### src/hdl/ddc_map.svh
`ifndef DDC_MAP_SVH
`define DDC_MAP_SVH
// ----------------------------------------
// Widths and bus lane positions
// ----------------------------------------
`define DDC_WORD_W 10
`define DDC_BUS16_LSB 6
`define DDC_BUS16_MSB 15
`define DDC_LOW_W 2
// ----------------------------------------
// Strobe timing
// ----------------------------------------
// Strobe low width in ns, and gap between strobes in ns
`define DDC_STROBE_NS 120
`define DDC_GAP_NS 80
`define DDC_CLK_NS 40
// Least times round up
`define DDC_STROBE_CYC ((`DDC_STROBE_NS + `DDC_CLK_NS - 1) / `DDC_CLK_NS)
`define DDC_GAP_CYC ((`DDC_GAP_NS + `DDC_CLK_NS - 1) / `DDC_CLK_NS)
// Mode codes
`define DDC_MODE_AUTO 3'h0
`define DDC_MODE_UPXF 3'h1
`define DDC_MODE_EXTX 3'h2
`define DDC_MODE_W16S 3'h3
`define DDC_MODE_W16D 3'h4
`define DDC_MODE_FLOW 3'h5
`endif

### src/hdl/ddc_pkg.sv
package ddc_pkg;
   typedef enum logic [2:0] {
      DDC_AUTO, DDC_UPXF, DDC_EXTX, DDC_W16S, DDC_W16D, DDC_FLOW
   } ddc_mode_e;
   typedef logic [9:0] ddc_word_t;
   typedef logic [15:0] ddc_bus_t;
endpackage

### src/hdl/ddc_host.sv
`timescale 1ns/10ps
`default_nettype none
`include "ddc_map.svh"
// Notes on behaviour
// Eight-bit bus: high byte written first
// First write loads all; second overwrites low
// Auto mode: transfer during second write
// Second byte also moves whole word
// Processor mode: transfer on third strobe
// External mode: outside logic makes transfer
// One common transfer strobe for many
// Sixteen-bit bus uses lanes six..fifteen
// Sixteen-bit bus: byte select held high
// Ten-bit writes: flow, single, double buffered
// Stand-alone: single or double buffered
// Byte select from address bit zero
// Incrementing double store starts odd address
// Chip select aligned with both strobes; here flow-through writes and some transfer strobes fall outside CS_N
// Low transfer strobe: register follows latch
// Latch transparent while select and write low
module ddc_host
   import ddc_pkg::*;
#(
   parameter int STROBE_CYC = `DDC_STROBE_CYC,
   parameter int GAP_CYC = `DDC_GAP_CYC
) (
   // Clock and reset
   input wire logic REF_CLK,
   input wire logic NRST,
   // User command port
   input wire logic CMD_VALID,
   output logic CMD_READY,
   input wire ddc_pkg::ddc_mode_e CMD_MODE,
   input wire ddc_pkg::ddc_word_t CMD_WORD,
   input wire logic EXT_TRANSFER_STROBE_N_N,
   output logic CMD_DONE,
   // Device pins
   output logic CS_N,
   output logic WR_N,
   output logic TRANSFER_STROBE_N,
   output logic BYTE_ORDER_SELECT,
   output ddc_pkg::ddc_bus_t DBUS,
   output logic ADDR0
);
   import ddc_pkg::*;

   // ----------------------------------------
   // Sequencer
   // ----------------------------------------
   typedef enum logic [2:0] {
      ST_IDLE, ST_GAP, ST_HI, ST_LO, ST_XF, ST_FIN
   } ddc_state_e;

   ddc_state_e state_reg, state_next;
   ddc_mode_e mode_reg;
   logic [7:0] cnt_reg;
   logic phase_reg; // 0 gap before strobe, 1 strobe low
   ddc_word_t word;
   logic cap;
   logic strobing;
   logic seq_end;

   assign cap = CMD_VALID && CMD_READY;
   assign CMD_READY = (state_reg == ST_IDLE);

   // Pending word held so command inputs may change
   ddc_word_reg #(.W(`DDC_WORD_W)) u_word (
      .clk(REF_CLK),
      .rst_n(NRST),
      .wr_en(cap),
      .wr_data(CMD_WORD),
      .rd_data(word)
   );

   // Mode captured with the word
   always_ff @(posedge REF_CLK) begin
      if (!NRST) begin
         mode_reg <= DDC_AUTO;
      end else if (cap) begin
         mode_reg <= CMD_MODE;
      end
   end

   // Strobe phase counter: gap then low pulse per write
   assign seq_end = phase_reg && (cnt_reg == 8'(STROBE_CYC - 1));
   always_ff @(posedge REF_CLK) begin
      if (!NRST || state_reg == ST_IDLE || state_reg == ST_FIN) begin
         cnt_reg <= 8'h00;
         phase_reg <= 1'b0;
      end else if (!phase_reg && cnt_reg == 8'(GAP_CYC - 1)) begin
         cnt_reg <= 8'h00;
         phase_reg <= 1'b1;
      end else if (seq_end) begin
         cnt_reg <= 8'h00;
         phase_reg <= 1'b0;
      end else begin
         cnt_reg <= cnt_reg + 8'h01;
      end
   end
   assign strobing = phase_reg && (state_reg inside {ST_HI, ST_LO, ST_XF});

   // Next state by mode
   always_comb begin
      state_next = state_reg;
      case (state_reg)
         ST_IDLE: if (cap) state_next = ST_GAP;
         ST_GAP: state_next = ST_HI;
         ST_HI: begin
            if (seq_end) begin
               case (mode_reg)
                  DDC_AUTO, DDC_UPXF, DDC_EXTX: state_next = ST_LO;
                  DDC_W16D: state_next = ST_XF;
                  default: state_next = ST_FIN;
               endcase
            end
         end
         ST_LO: begin
            if (seq_end) begin
               state_next = (mode_reg == DDC_UPXF) ? ST_XF : ST_FIN;
            end
         end
         ST_XF: if (seq_end) state_next = ST_FIN;
         ST_FIN: state_next = ST_IDLE;
         default: state_next = ST_IDLE;
      endcase
   end

   always_ff @(posedge REF_CLK) begin
      if (!NRST) begin
         state_reg <= ST_IDLE;
      end else begin
         state_reg <= state_next;
      end
   end

   // Completion pulse
   always_ff @(posedge REF_CLK) begin
      if (!NRST) begin
         CMD_DONE <= 1'b0;
      end else begin
         CMD_DONE <= (state_reg == ST_FIN);
      end
   end

   // ----------------------------------------
   // Pin drive, registered
   // ----------------------------------------
   // Pins follow the registered state, in step with the lagged write strobe,
   // so a new byte never reaches the bus while the previous strobe is still low
   always_ff @(posedge REF_CLK) begin
      if (!NRST) begin
         DBUS <= 16'h0000;
         BYTE_ORDER_SELECT <= 1'b1;
         ADDR0 <= 1'b1;
      end else begin
         case (state_reg)
            ST_HI: begin
               // First write carries the high group in the top lanes
               DBUS <= {word, 6'h00};
               BYTE_ORDER_SELECT <= 1'b1;
               ADDR0 <= 1'b1;
            end
            ST_LO: begin
               // Low group on the low byte lanes, top bits of low byte
               DBUS <= {8'h00, word[`DDC_LOW_W-1:0], 6'h00};
               BYTE_ORDER_SELECT <= 1'b0;
               ADDR0 <= 1'b0;
            end
            default: begin
               DBUS <= DBUS;
               BYTE_ORDER_SELECT <= BYTE_ORDER_SELECT;
               ADDR0 <= ADDR0;
            end
         endcase
      end
   end

   // Chip select covers every write strobe except the flow-through hold; the transfer strobe can fall outside it; same one-cycle lag as the strobes
   always_ff @(posedge REF_CLK) begin
      if (!NRST) begin
         CS_N <= 1'b1;
      end else begin
         CS_N <= !(state_reg inside {ST_HI, ST_LO, ST_XF});
      end
   end

   // Write strobe; flow-through keeps it low until the sequence returns to idle
   logic wr_low;
   assign wr_low = strobing || (mode_reg == DDC_FLOW && state_reg != ST_IDLE);
   always_ff @(posedge REF_CLK) begin
      if (!NRST) begin
         WR_N <= 1'b1;
      end else begin
         WR_N <= !((strobing && state_reg != ST_XF) ||
                   (strobing && state_reg == ST_XF && mode_reg == DDC_UPXF) ||
                   (wr_low && mode_reg == DDC_FLOW));
      end
   end

   // Transfer strobe by mode
   logic xf_low;
   always_comb begin
      case (mode_reg)
         DDC_AUTO: xf_low = strobing && state_reg == ST_LO;
         DDC_UPXF: xf_low = strobing && state_reg == ST_XF;
         DDC_EXTX: xf_low = !EXT_TRANSFER_STROBE_N_N;
         DDC_W16S, DDC_FLOW: xf_low = state_reg != ST_IDLE;
         DDC_W16D: xf_low = strobing && state_reg == ST_XF;
         default: xf_low = 1'b0;
      endcase
   end
   always_ff @(posedge REF_CLK) begin
      if (!NRST) begin
         TRANSFER_STROBE_N <= 1'b1;
      end else begin
         TRANSFER_STROBE_N <= !xf_low;
      end
   end

   // ----------------------------------------
   // Checks
   // ----------------------------------------
   property p_sel_first_high;
      @(posedge REF_CLK) disable iff (!NRST)
         $fell(CS_N) |-> BYTE_ORDER_SELECT;
   endproperty
   a_sel_first_high: assert property (p_sel_first_high)
      else $error("first write not high byte");

   property p_cs_cover_wr;
      @(posedge REF_CLK) disable iff (!NRST)
         (!WR_N && mode_reg != DDC_FLOW) |-> !CS_N;
   endproperty
   a_cs_cover_wr: assert property (p_cs_cover_wr)
      else $error("write strobe outside chip select");

   property p_auto_xf;
      @(posedge REF_CLK) disable iff (!NRST)
         (mode_reg == DDC_AUTO && !TRANSFER_STROBE_N) |-> !WR_N && !BYTE_ORDER_SELECT;
   endproperty
   a_auto_xf: assert property (p_auto_xf)
      else $error("auto transfer outside second write");

   property p_done;
      @(posedge REF_CLK) disable iff (!NRST)
         cap |-> ##[3:60] CMD_DONE;
   endproperty
   a_done: assert property (p_done)
      else $error("sequence did not finish");

   property p_upxf_third;
      @(posedge REF_CLK) disable iff (!NRST)
         (mode_reg == DDC_UPXF && !TRANSFER_STROBE_N) |-> !WR_N && !CS_N;
   endproperty
   a_upxf_third: assert property (p_upxf_third)
      else $error("processor transfer without write strobe");

   property p_w16_sel;
      @(posedge REF_CLK) disable iff (!NRST)
         (mode_reg inside {DDC_W16S, DDC_W16D} && !WR_N) |-> BYTE_ORDER_SELECT;
   endproperty
   a_w16_sel: assert property (p_w16_sel)
      else $error("ten-bit write without byte select high");

   c_auto: cover property (@(posedge REF_CLK) cap && CMD_MODE == DDC_AUTO);
   c_upxf: cover property (@(posedge REF_CLK) cap && CMD_MODE == DDC_UPXF);
   c_w16d: cover property (@(posedge REF_CLK) cap && CMD_MODE == DDC_W16D);
endmodule // ddc_host
`default_nettype wire

### src/hdl/ddc_word_reg.sv
`timescale 1ns/10ps
`default_nettype none
// ----------------------------------------
// Holding register for one pending word
// ----------------------------------------
module ddc_word_reg #(
   parameter int W = 10
) (
   // Clock and reset
   input wire logic clk,
   input wire logic rst_n,
   // Write side
   input wire logic wr_en,
   input wire logic [W-1:0] wr_data,
   // Read side
   output logic [W-1:0] rd_data
);
   logic [W-1:0] mem_reg;
   // Captured word, read data from flip-flop
   always_ff @(posedge clk) begin
      if (!rst_n) begin
         mem_reg <= '0;
      end else if (wr_en) begin
         mem_reg <= wr_data;
      end
   end
   assign rd_data = mem_reg;
endmodule // ddc_word_reg
`default_nettype wire

### config.mk
export PLATFORM = sky130hd
export DESIGN_NAME = ddc_host
export DESIGN_NICKNAME = d
export VERILOG_FILES = /design/src/hdl/ddc_pkg.sv /design/src/hdl/ddc_host.sv /design/src/hdl/ddc_word_reg.sv
export VERILOG_INCLUDE_DIRS = /design/src /design/src/hdl
export SDC_FILE = /design/constraint.sdc
export NUM_CORES = 1
export LEC_CHECK = 0
export BUFFER_PORTS_ARGS = -buffer_cell sky130_fd_sc_hd__buf_2
export CORE_UTILIZATION = 55
export CTS_BUF_LIST = sky130_fd_sc_hd__clkbuf_8
export CTS_CLUSTER_SIZE = 25
export DETAILED_ROUTE_END_ITERATION = 10
export GPL_ROUTABILITY_DRIVEN = 0
export GPL_TIMING_DRIVEN = 1
export PLACE_DENSITY = 0.81
export SYNTH_ARGS = -nofsm -noshare
export SYNTH_HDL_FRONTEND = slang
export SYNTH_SLANG_ARGS = --single-unit
export TNS_END_PERCENT = 50
### constraint.sdc
create_clock -name REF_CLK -period 1.55 [get_ports REF_CLK]
set_input_delay 0.3875 -clock REF_CLK [delete_from_list [all_inputs] [get_ports REF_CLK]]
set_output_delay 0.3875 -clock REF_CLK [all_outputs]
set_load 0.03 [all_outputs]
# == After elaboration in Yosys (flattened, before gate mapping) ==
# Index checks and enable logic that the tools add are counted.
# totals
output_inout_bits,23
word_cells,73
ff_bits,46
inputBits,17
# op_classes
addsub,1
eq_ne,17
muxes,12
n_reduce_logical,32
# op_table
operator,n
$pmux 16 s2,1
$pmux 3 s5,1
$eq 3x2->1 const B,4
$eq 3x3->1 const B,4
$mux 3,4
$logic_and 1x1->1,10
$add 8x1->8 const B,1
$eq 8x1->1 const B,1
$eq 8x2->1 const B,1
$eq 3x1->1 const B,2
$logic_not 1->1,6
$logic_not 3->1,2
$ne 2x2->1 const B,3
$pmux 3 s2,1
$reduce_bool 3->1,2
$reduce_or 3->1,2
$logic_or 1x1->1,5
$pmux 1 s4,1
$reduce_and 4->1,1
$reduce_bool 2->1,2
$reduce_or 2->1,2
$mux 1,3
$ne 3x3->1 const B,1
$ne 2x1->1 const B,1
$pmux 1 s2,1

# == Longest topological paths before layout ==
# Gate-level depths: netlist (run 1).
# depth
ltp_word,8
ltp_mapped,6
depth_no_buf,5

# == Modules after synthesis ==
# A second synthesis (run 1) with hierarchy kept.
# hier_totals
hier_cells,199
hier_area_um2,1868.0
# modules_own_cells
module,cells_each,seq_area_each_um2,area_each_um2,n_inst
ddc_host,168,600.6,1493.9,1
ddc_word_reg,31,200.2,374.1,1

# == Least setup slack after synthesis (run 1) ==
# Ideal clock, no wire load.
# synth_timing
path_kind,register to register
startpoint,register state_reg[2]
endpoint,register mode_reg[1]
period_less_slack_ns,1.442
slack_ns,0.108
stages_incl_launch_ff,7
required_time_ns,1.474
n_path_buf,2
setup_ns,0.076
arrival_time_ns,1.366
cell_sequence,dfxtp_1 > buf_6 > nor3_4 > and2_1 > buf_4 > nand2_1 > a21boi_0
# synth_via
elab_chain_len,2
# synth_lines
item,line_no,text
start: declaration,ddc_host.sv:54,"ddc_state_e state_reg, state_next;"
start signal: assignment,ddc_host.sv:132,state_reg <= state_next;
$logic_not 3->1,ddc_host.sv:64,assign CMD_READY = (state_reg == ST_IDLE);
net CMD_READY,ddc_host.sv:32,"output logic CMD_READY,"
$logic_and 1x1->1,ddc_host.sv:63,assign cap = CMD_VALID && CMD_READY;
end signal: assignment,ddc_host.sv:78,mode_reg <= DDC_AUTO;
end signal: assignment,ddc_host.sv:80,mode_reg <= CMD_MODE;
end: declaration,ddc_host.sv:55,ddc_mode_e mode_reg;
# The timed path passes the listed nets, and every way through them passes these cells.
# A chain may end at the register's enable or synchronous reset.

# == Worst setup path after layout (run 1) ==
# layout_timing
startpoint,register state_reg[2]
endpoint,output port CMD_READY
# layout_via
elab_chain_len,1
# layout_lines
item,line_no
$logic_not 3->1,ddc_host.sv:64
end: declaration,ddc_host.sv:32
# No other way between the ends.

==> key figures, run 1 <==
Layout
  – Antenna diodes: 0
  – Design Area, Final: around 0.0021 sq mm
  – Finished Core Util: 69.1%
  – Most common cell after layout, fill and taps aside: nand2_1
  – Final std cells w/o fill: between 200 and 300
  – Final #Nets: 260
  – Most frequent cells in the layout: 42 x nand2_1, 36 x dfxtp_1, 32 x buf_2, 22 x a21boi_0, 11 x nor2_1
  – Share of layout cells above drive strength 1: around 25%
  – Layout area overhead: 17.6%

STA
  – Final min period: roughly 1.5 ns
  – Period utilization: ~96%
  – Peak Freq: approximately 670 MHz
  – Worst hold slack: around 0.33 ns
  – Final setup margin: ~0.067 ns
  – Fin Setup TNS: 0 ns
  – Final Slew Violations: 0
  – RSZ-0062 raised after global routing: false
  – Endpoints failing hold: 0
  – Final Setup Violations: 0
  – Setup Skew: 0.00322 ns

Setup path
  – Startpoint Class: register
  – Worst r2r path cells: 5
  – CP required: around 1.2 ns
  – Critical setup path kind: register to output port
  – CP max FO: 7
  – Crit path DAT: around 1.1 ns
  – CP Capture Type: output port

Power and ir drop
  – Power Total: between 2 and 3 mW
  – Static Leak: between 0.8 and 0.9 nW
  – Pwr Density: around 1200 mW/mm^2
  – Worst VDD drop: roughly 0.78 mV

Floorplanning
  – IO Pins: 40
  – Core Footprint: 0.00308 sq mm
  – Die width: 59.4 microns
  – Initial Utilization: 58.8%
  – Die Y-Extent: about 60 microns
  – Placement Rows: 20
  – Die ar.: 0.00353 sq mm

Yosys
  – Post-synthesis cell area: about 0.0018 sq mm
  – #FFs+latches synth: 40
  – Post-synth top area cell: dfxtp_1
  – Register area share after synthesis: ~44%
  – EDFF count, synth: 0
  – Ys async rst share: 0%
  – Main synth FF type: dfxtp_1
  – Main area contributors after synthesis: dfxtp_1 44%, a21boi_0 9.1%, nand2_1 8.7%
  – Synth Instances: just over 200
  – Synth cell types: 44
  – Syn avg cell area: between 8 and 9 sq um
  – Top cell type's share of synthesized area: 44.2%
  – Syn. warnings: 0

Place
  – Worst slack, placed: ~0.087 ns
  – Area post-placement: ~0.002 sq mm
  – Placed cell count: 277
  – Final HPWL from detailed placement: between 2000 and 2500 microns
  – Port Buffers: 33

Global route
  – Initial antenna violation count: 0
  – First-pass GRT wire length: 5570 microns
  – Total GRT Usage: 22.0%
  – GR Overflow Total: 0
  – Vias in the first global route: about 1300
  – Largest net degree at the start of global routing: 26

Route
  – Detail Route Antenna Nets: 0
  – Final WL: 3450 microns
  – Pre-antenna DRT Iters: 6
  – DRC: 0
  – Average wire per standard cell: approximately 12 microns
  – Vias per inst: 5.13
  – Via count: around 1500
  – First DRT Iteration DRCs: 72

Min path
  – WHS Path Cells: 3
  – Min-Delay Path Class: input pin to register

CTS
  – Cts bufs inserted: 5
  – Htree depth: 2
  – Clock Root Buffer: clkbuf_8
  – Clock sinks: 40
  – Worst skew pair latency: 0.29 ns
  – CTS tree: done
  – Reg clk slew, reported paths: approximately 0.070 ns
  – Clock tree buffer depth: 2

Job
  – Max_cap viols: 0

Status
  – Status: finished clean
[power by group]
| part | switching (mW) | internal [mW] |
|---|---|---|
| logic | 0.408 | 0.296 |
| clock network | 0.344 | 0.350 |
| registers | 0.0959 | 1.13 |
| total | 0.848 | 1.77 |
[final timing paths]
check | from | to | slack (ns)
max | state_reg[2] | CMD_READY | 0.07
min | CMD_WORD[9] | u_word.rd_data[9] | 0.33
min reg2reg | DBUS[8] | DBUS[8] | 0.46
max reg2reg | cnt_reg[1] | cnt_reg[1] | 0.11
[synth_stat cells, types with 2 or more instances]
library cell,n
a21boi_0,22
a31oi_1,2
and2_1,3
and3_1,2
buf_4,8
buf_6,2
clkbuf_1,8
dfxtp_1,40
ha_1,3
inv_1,3
mux2_2,2
nand2_1,42
nand2b_1,3
nand3_1,5
nand3b_1,8
nor2_1,11
nor3_1,2
o211ai_1,2
o21ai_0,3
xnor2_1,3
xor2_1,6
[repair_timing]
action / in CTS / in global routing
resized for setup: 2 / 4
buffers inserted: 0 / 0
hold buffers: 0 / 0
pin swaps: 1 / 1
endpoints found under the setup margin: 1 / 9
[metal layers]
metal  wire, microns  track usage (%)  vias up
met1            1670             28.9      677
met5               0                0        -
met2            1570             32.3       35
li1                -                -      743
met3             150             6.77        7
met4              59             11.6        0
[kinds of logic after synthesis]
family	Yosys count	synth area share [%]
and+or+nand+nor	86	24.5
AOI/OAI and AO/OA	40	16.2
DFF	40	44.2
buffers and inverters	22	7.12
xor gates and xnor gates	9	4.35
adders and majority gates	3	2.07
muxes	2	1.24
other	1	0.207
[cell type report]
type                    count  area, sq um
fillers                   283          950
multi-input cells         146          900
flip-flops and latches     40          806
repair buffers             44          267
clock buffers               6         82.6
well taps                  44         55.1
inverters                   3         11.3
clock inverters             2         7.51
[worst max-delay path, stage by stage (launching register included)]
cell     delay, ns
dfxtp_2       0.37
nor3_4        0.26
buf_6         0.17
Power figures use the tool's default switching activity.
==> run 2, diff against run 1 <==
==> constraint.sdc (replaced) <==
create_clock -name REF_CLK -period 1.55 [get_ports REF_CLK]
set_input_delay 0.155 -clock REF_CLK [delete_from_list [all_inputs] [get_ports REF_CLK]]
set_output_delay 0.155 -clock REF_CLK [all_outputs]
set_load 0.1 [all_outputs]
==> key figures, run 2 (same netlist as run 1, synthesis figures left out) <==
Status
  – Status: finished clean

Power and ir drop
  – Worst VDD drop: slightly above 0.9 mV
  – Int Power: ~2.0 mW
  – Sw frac: 35.4%
  – Static Leak: a little under 0.9 nW
  – Sw power: between 1 and 1.5 mW
  – Pwr Density: around 1400 mW/mm^2
  – Clk network pwr share: 29.2%
  – Seq pwr share: 39.3%
  – Comb pwr share: 31.4%

Layout
  – Antenna diodes: 0
  – Final #Nets: 259
  – Filler cells: 264
  – Layout area overhead: 19.0%
  – Design Area, Final: around 0.0022 sq mm
  – Final std cells w/o fill: approximately 280
  – Most frequent cells in the layout: 41 x nand2_1, 39 x dfxtp_1, 32 x buf_2, 13 x a21boi_0, 11 x nor2_1
  – Share of layout cells above drive strength 1: around 25%
  – Most common cell after layout, fill and taps aside: nand2_1

CTS
  – Htree depth: 2
  – Cts bufs inserted: 5
  – Reg clk slew, reported paths: 0.07 ns
  – Hold-fix buffers at CTS: 0
  – Worst skew pair latency: 0.28 ns
  – Clock Root Buffer: clkbuf_8
  – Clock tree buffer depth: 2
  – Clock sinks: 40
  – CTS tree: done
  – Post-CTS setup buffer count: 0

Floorplanning
  – Die ar.: 0.00353 sq mm
  – Core Footprint: 0.00308 sq mm
  – Die width: between 50 and 60 microns
  – Placement Rows: 20
  – Initial Utilization: approximately three fifths
  – Die Y-Extent: 59.4 microns
  – IO Pins: 40

Setup path
  – Crit path DAT: roughly 1.3 ns
  – CP required: ~1.4 ns
  – Startpoint Class: register
  – CP max FO: 5
  – CP Capture Type: output port
  – Critical setup path kind: register to output port
  – CP max stage delay: ~0.35 ns
  – Crit path cell chain: buf_4, nor3_4, buf_12
  – Slowest-stage cell, CP: dfxtp_1

Route
  – First DRT Iteration DRCs: 62
  – Detail Route Antenna Nets: 0
  – Via count: roughly 1400
  – DRC: 0
  – Average wire per standard cell: about 12 microns
  – Vias per inst: 5.09
  – Pre-antenna DRT Iters: 4
  – Final WL: approximately 3300 microns

Global route
  – Vias in the first global route: 1295
  – GR Overflow Total: 0
  – First-pass GRT wire length: between 5000 and 6000 microns
  – Largest net degree at the start of global routing: 21
  – Initial antenna violation count: 0
  – Total GRT Usage: a little over a fifth

STA
  – Fin Setup TNS: 0 ns
  – Final Slew Violations: 0
  – Final Setup Violations: 0
  – Period utilization: 95.5%
  – Peak Freq: between 600 and 700 MHz
  – RSZ-0062 raised after global routing: false
  – Setup Skew: ~0.0044 ns
  – Final min period: between 1 and 1.5 ns
  – Worst hold slack: around 0.099 ns
  – Endpoints failing hold: 0

Job
  – Max_cap viols: 0

Min path
  – Min-Delay Path Class: input pin to register

Place
  – Final HPWL from detailed placement: 2330 microns
  – Area post-placement: 0.00203 sq mm
  – Placed cell count: roughly 280
  – Port Buffers: 33
run 2: cell types whose count changed in the layout (fill, tap and decap cells not counted):
cell	before	now
a21boi_0	22	13
a21boi_1	1	10
dfxtp_1	36	39
dfxtp_2	4	1
inv_1	5	3
and2_1	3	2
and2_4	0	1
buf_6	1	0
bufinv_16	0	1
clkbuf_8	6	7
nand2_1	42	41
nand2_2	0	1
run 2: final timing paths:
check	cells past startpoint	end	slack, ns	start
worst max-delay path	3	CMD_READY	0.07	state_reg[0]
worst min-delay path	3	u_word.rd_data[5]	0.1	CMD_WORD[5]
worst max register to register	5	state_reg[0]	0.13	state_reg[2]
worst min register to register	2	u_word.rd_data[2]	0.46	u_word.rd_data[2]
run 2: what timing repair did:
item,4_1_cts,5_1_grt
gates resized for setup,0,1
endpoints found under the setup margin,0,8
hold endpoints to repair,0,0
run 2: power groups by stage:
stage	clock network, mW	logic (mW)	registers (mW)
floorplan	0	0.653	1.36
global placement	0	0.963	1.23
detailed placement	0	0.969	1.23
CTS	0.925	0.973	1.21
global route	0.985	1.04	1.23
finish	0.902	0.968	1.21
run 2: per-stage QoR:
| stage | power (mW) | setup slack (ns) | utilization (%) |
|---|---|---|---|
| floorplan | 2.01 | -0.390 | - |
| global placement | 2.19 | 0.147 | 65.9 |
| detailed placement | 2.20 | 0.0966 | 65.9 |
| CTS | 3.11 | 0.0455 | 70.0 |
| global route | 3.25 | 0.0121 | 70.0 |
| finish | 3.08 | 0.0691 | 70.0 |
run 2: cell type report:
type / count / area [sq um] / area share (%)
Clock inverter: 1 / 30.0 / 1.39
Tap cell: 44 / 55.1 / 2.56
Inverter: 3 / 11.3 / 0.523
Timing Repair Buffer: 43 / 255 / 11.8
Clock buffer: 7 / 96.3 / 4.47
Multi-Input combinational cell: 146 / 905 / 42.0
Sequential cell: 40 / 802 / 37.2
run 2: critical path, delay by kind of cell (launching register included):
| kind | cells | cell delay (ns) |
|---|---|---|
| and+or+nand+nor | 1 | 0.30 |
| DFF | 1 | 0.35 |
| buffers and inverters | 2 | 0.39 |
run 2: routing by layer:
layer / routed length, microns / global-route usage [%] / up-vias
li1: - / - / 739
met1: 1600 / 27.7 / 663
met2: 1510 / 34.3 / 36
met3: 125 / 4.59 / 7
met4: 56 / 10.2 / 0
met5: 0 / 0 / -
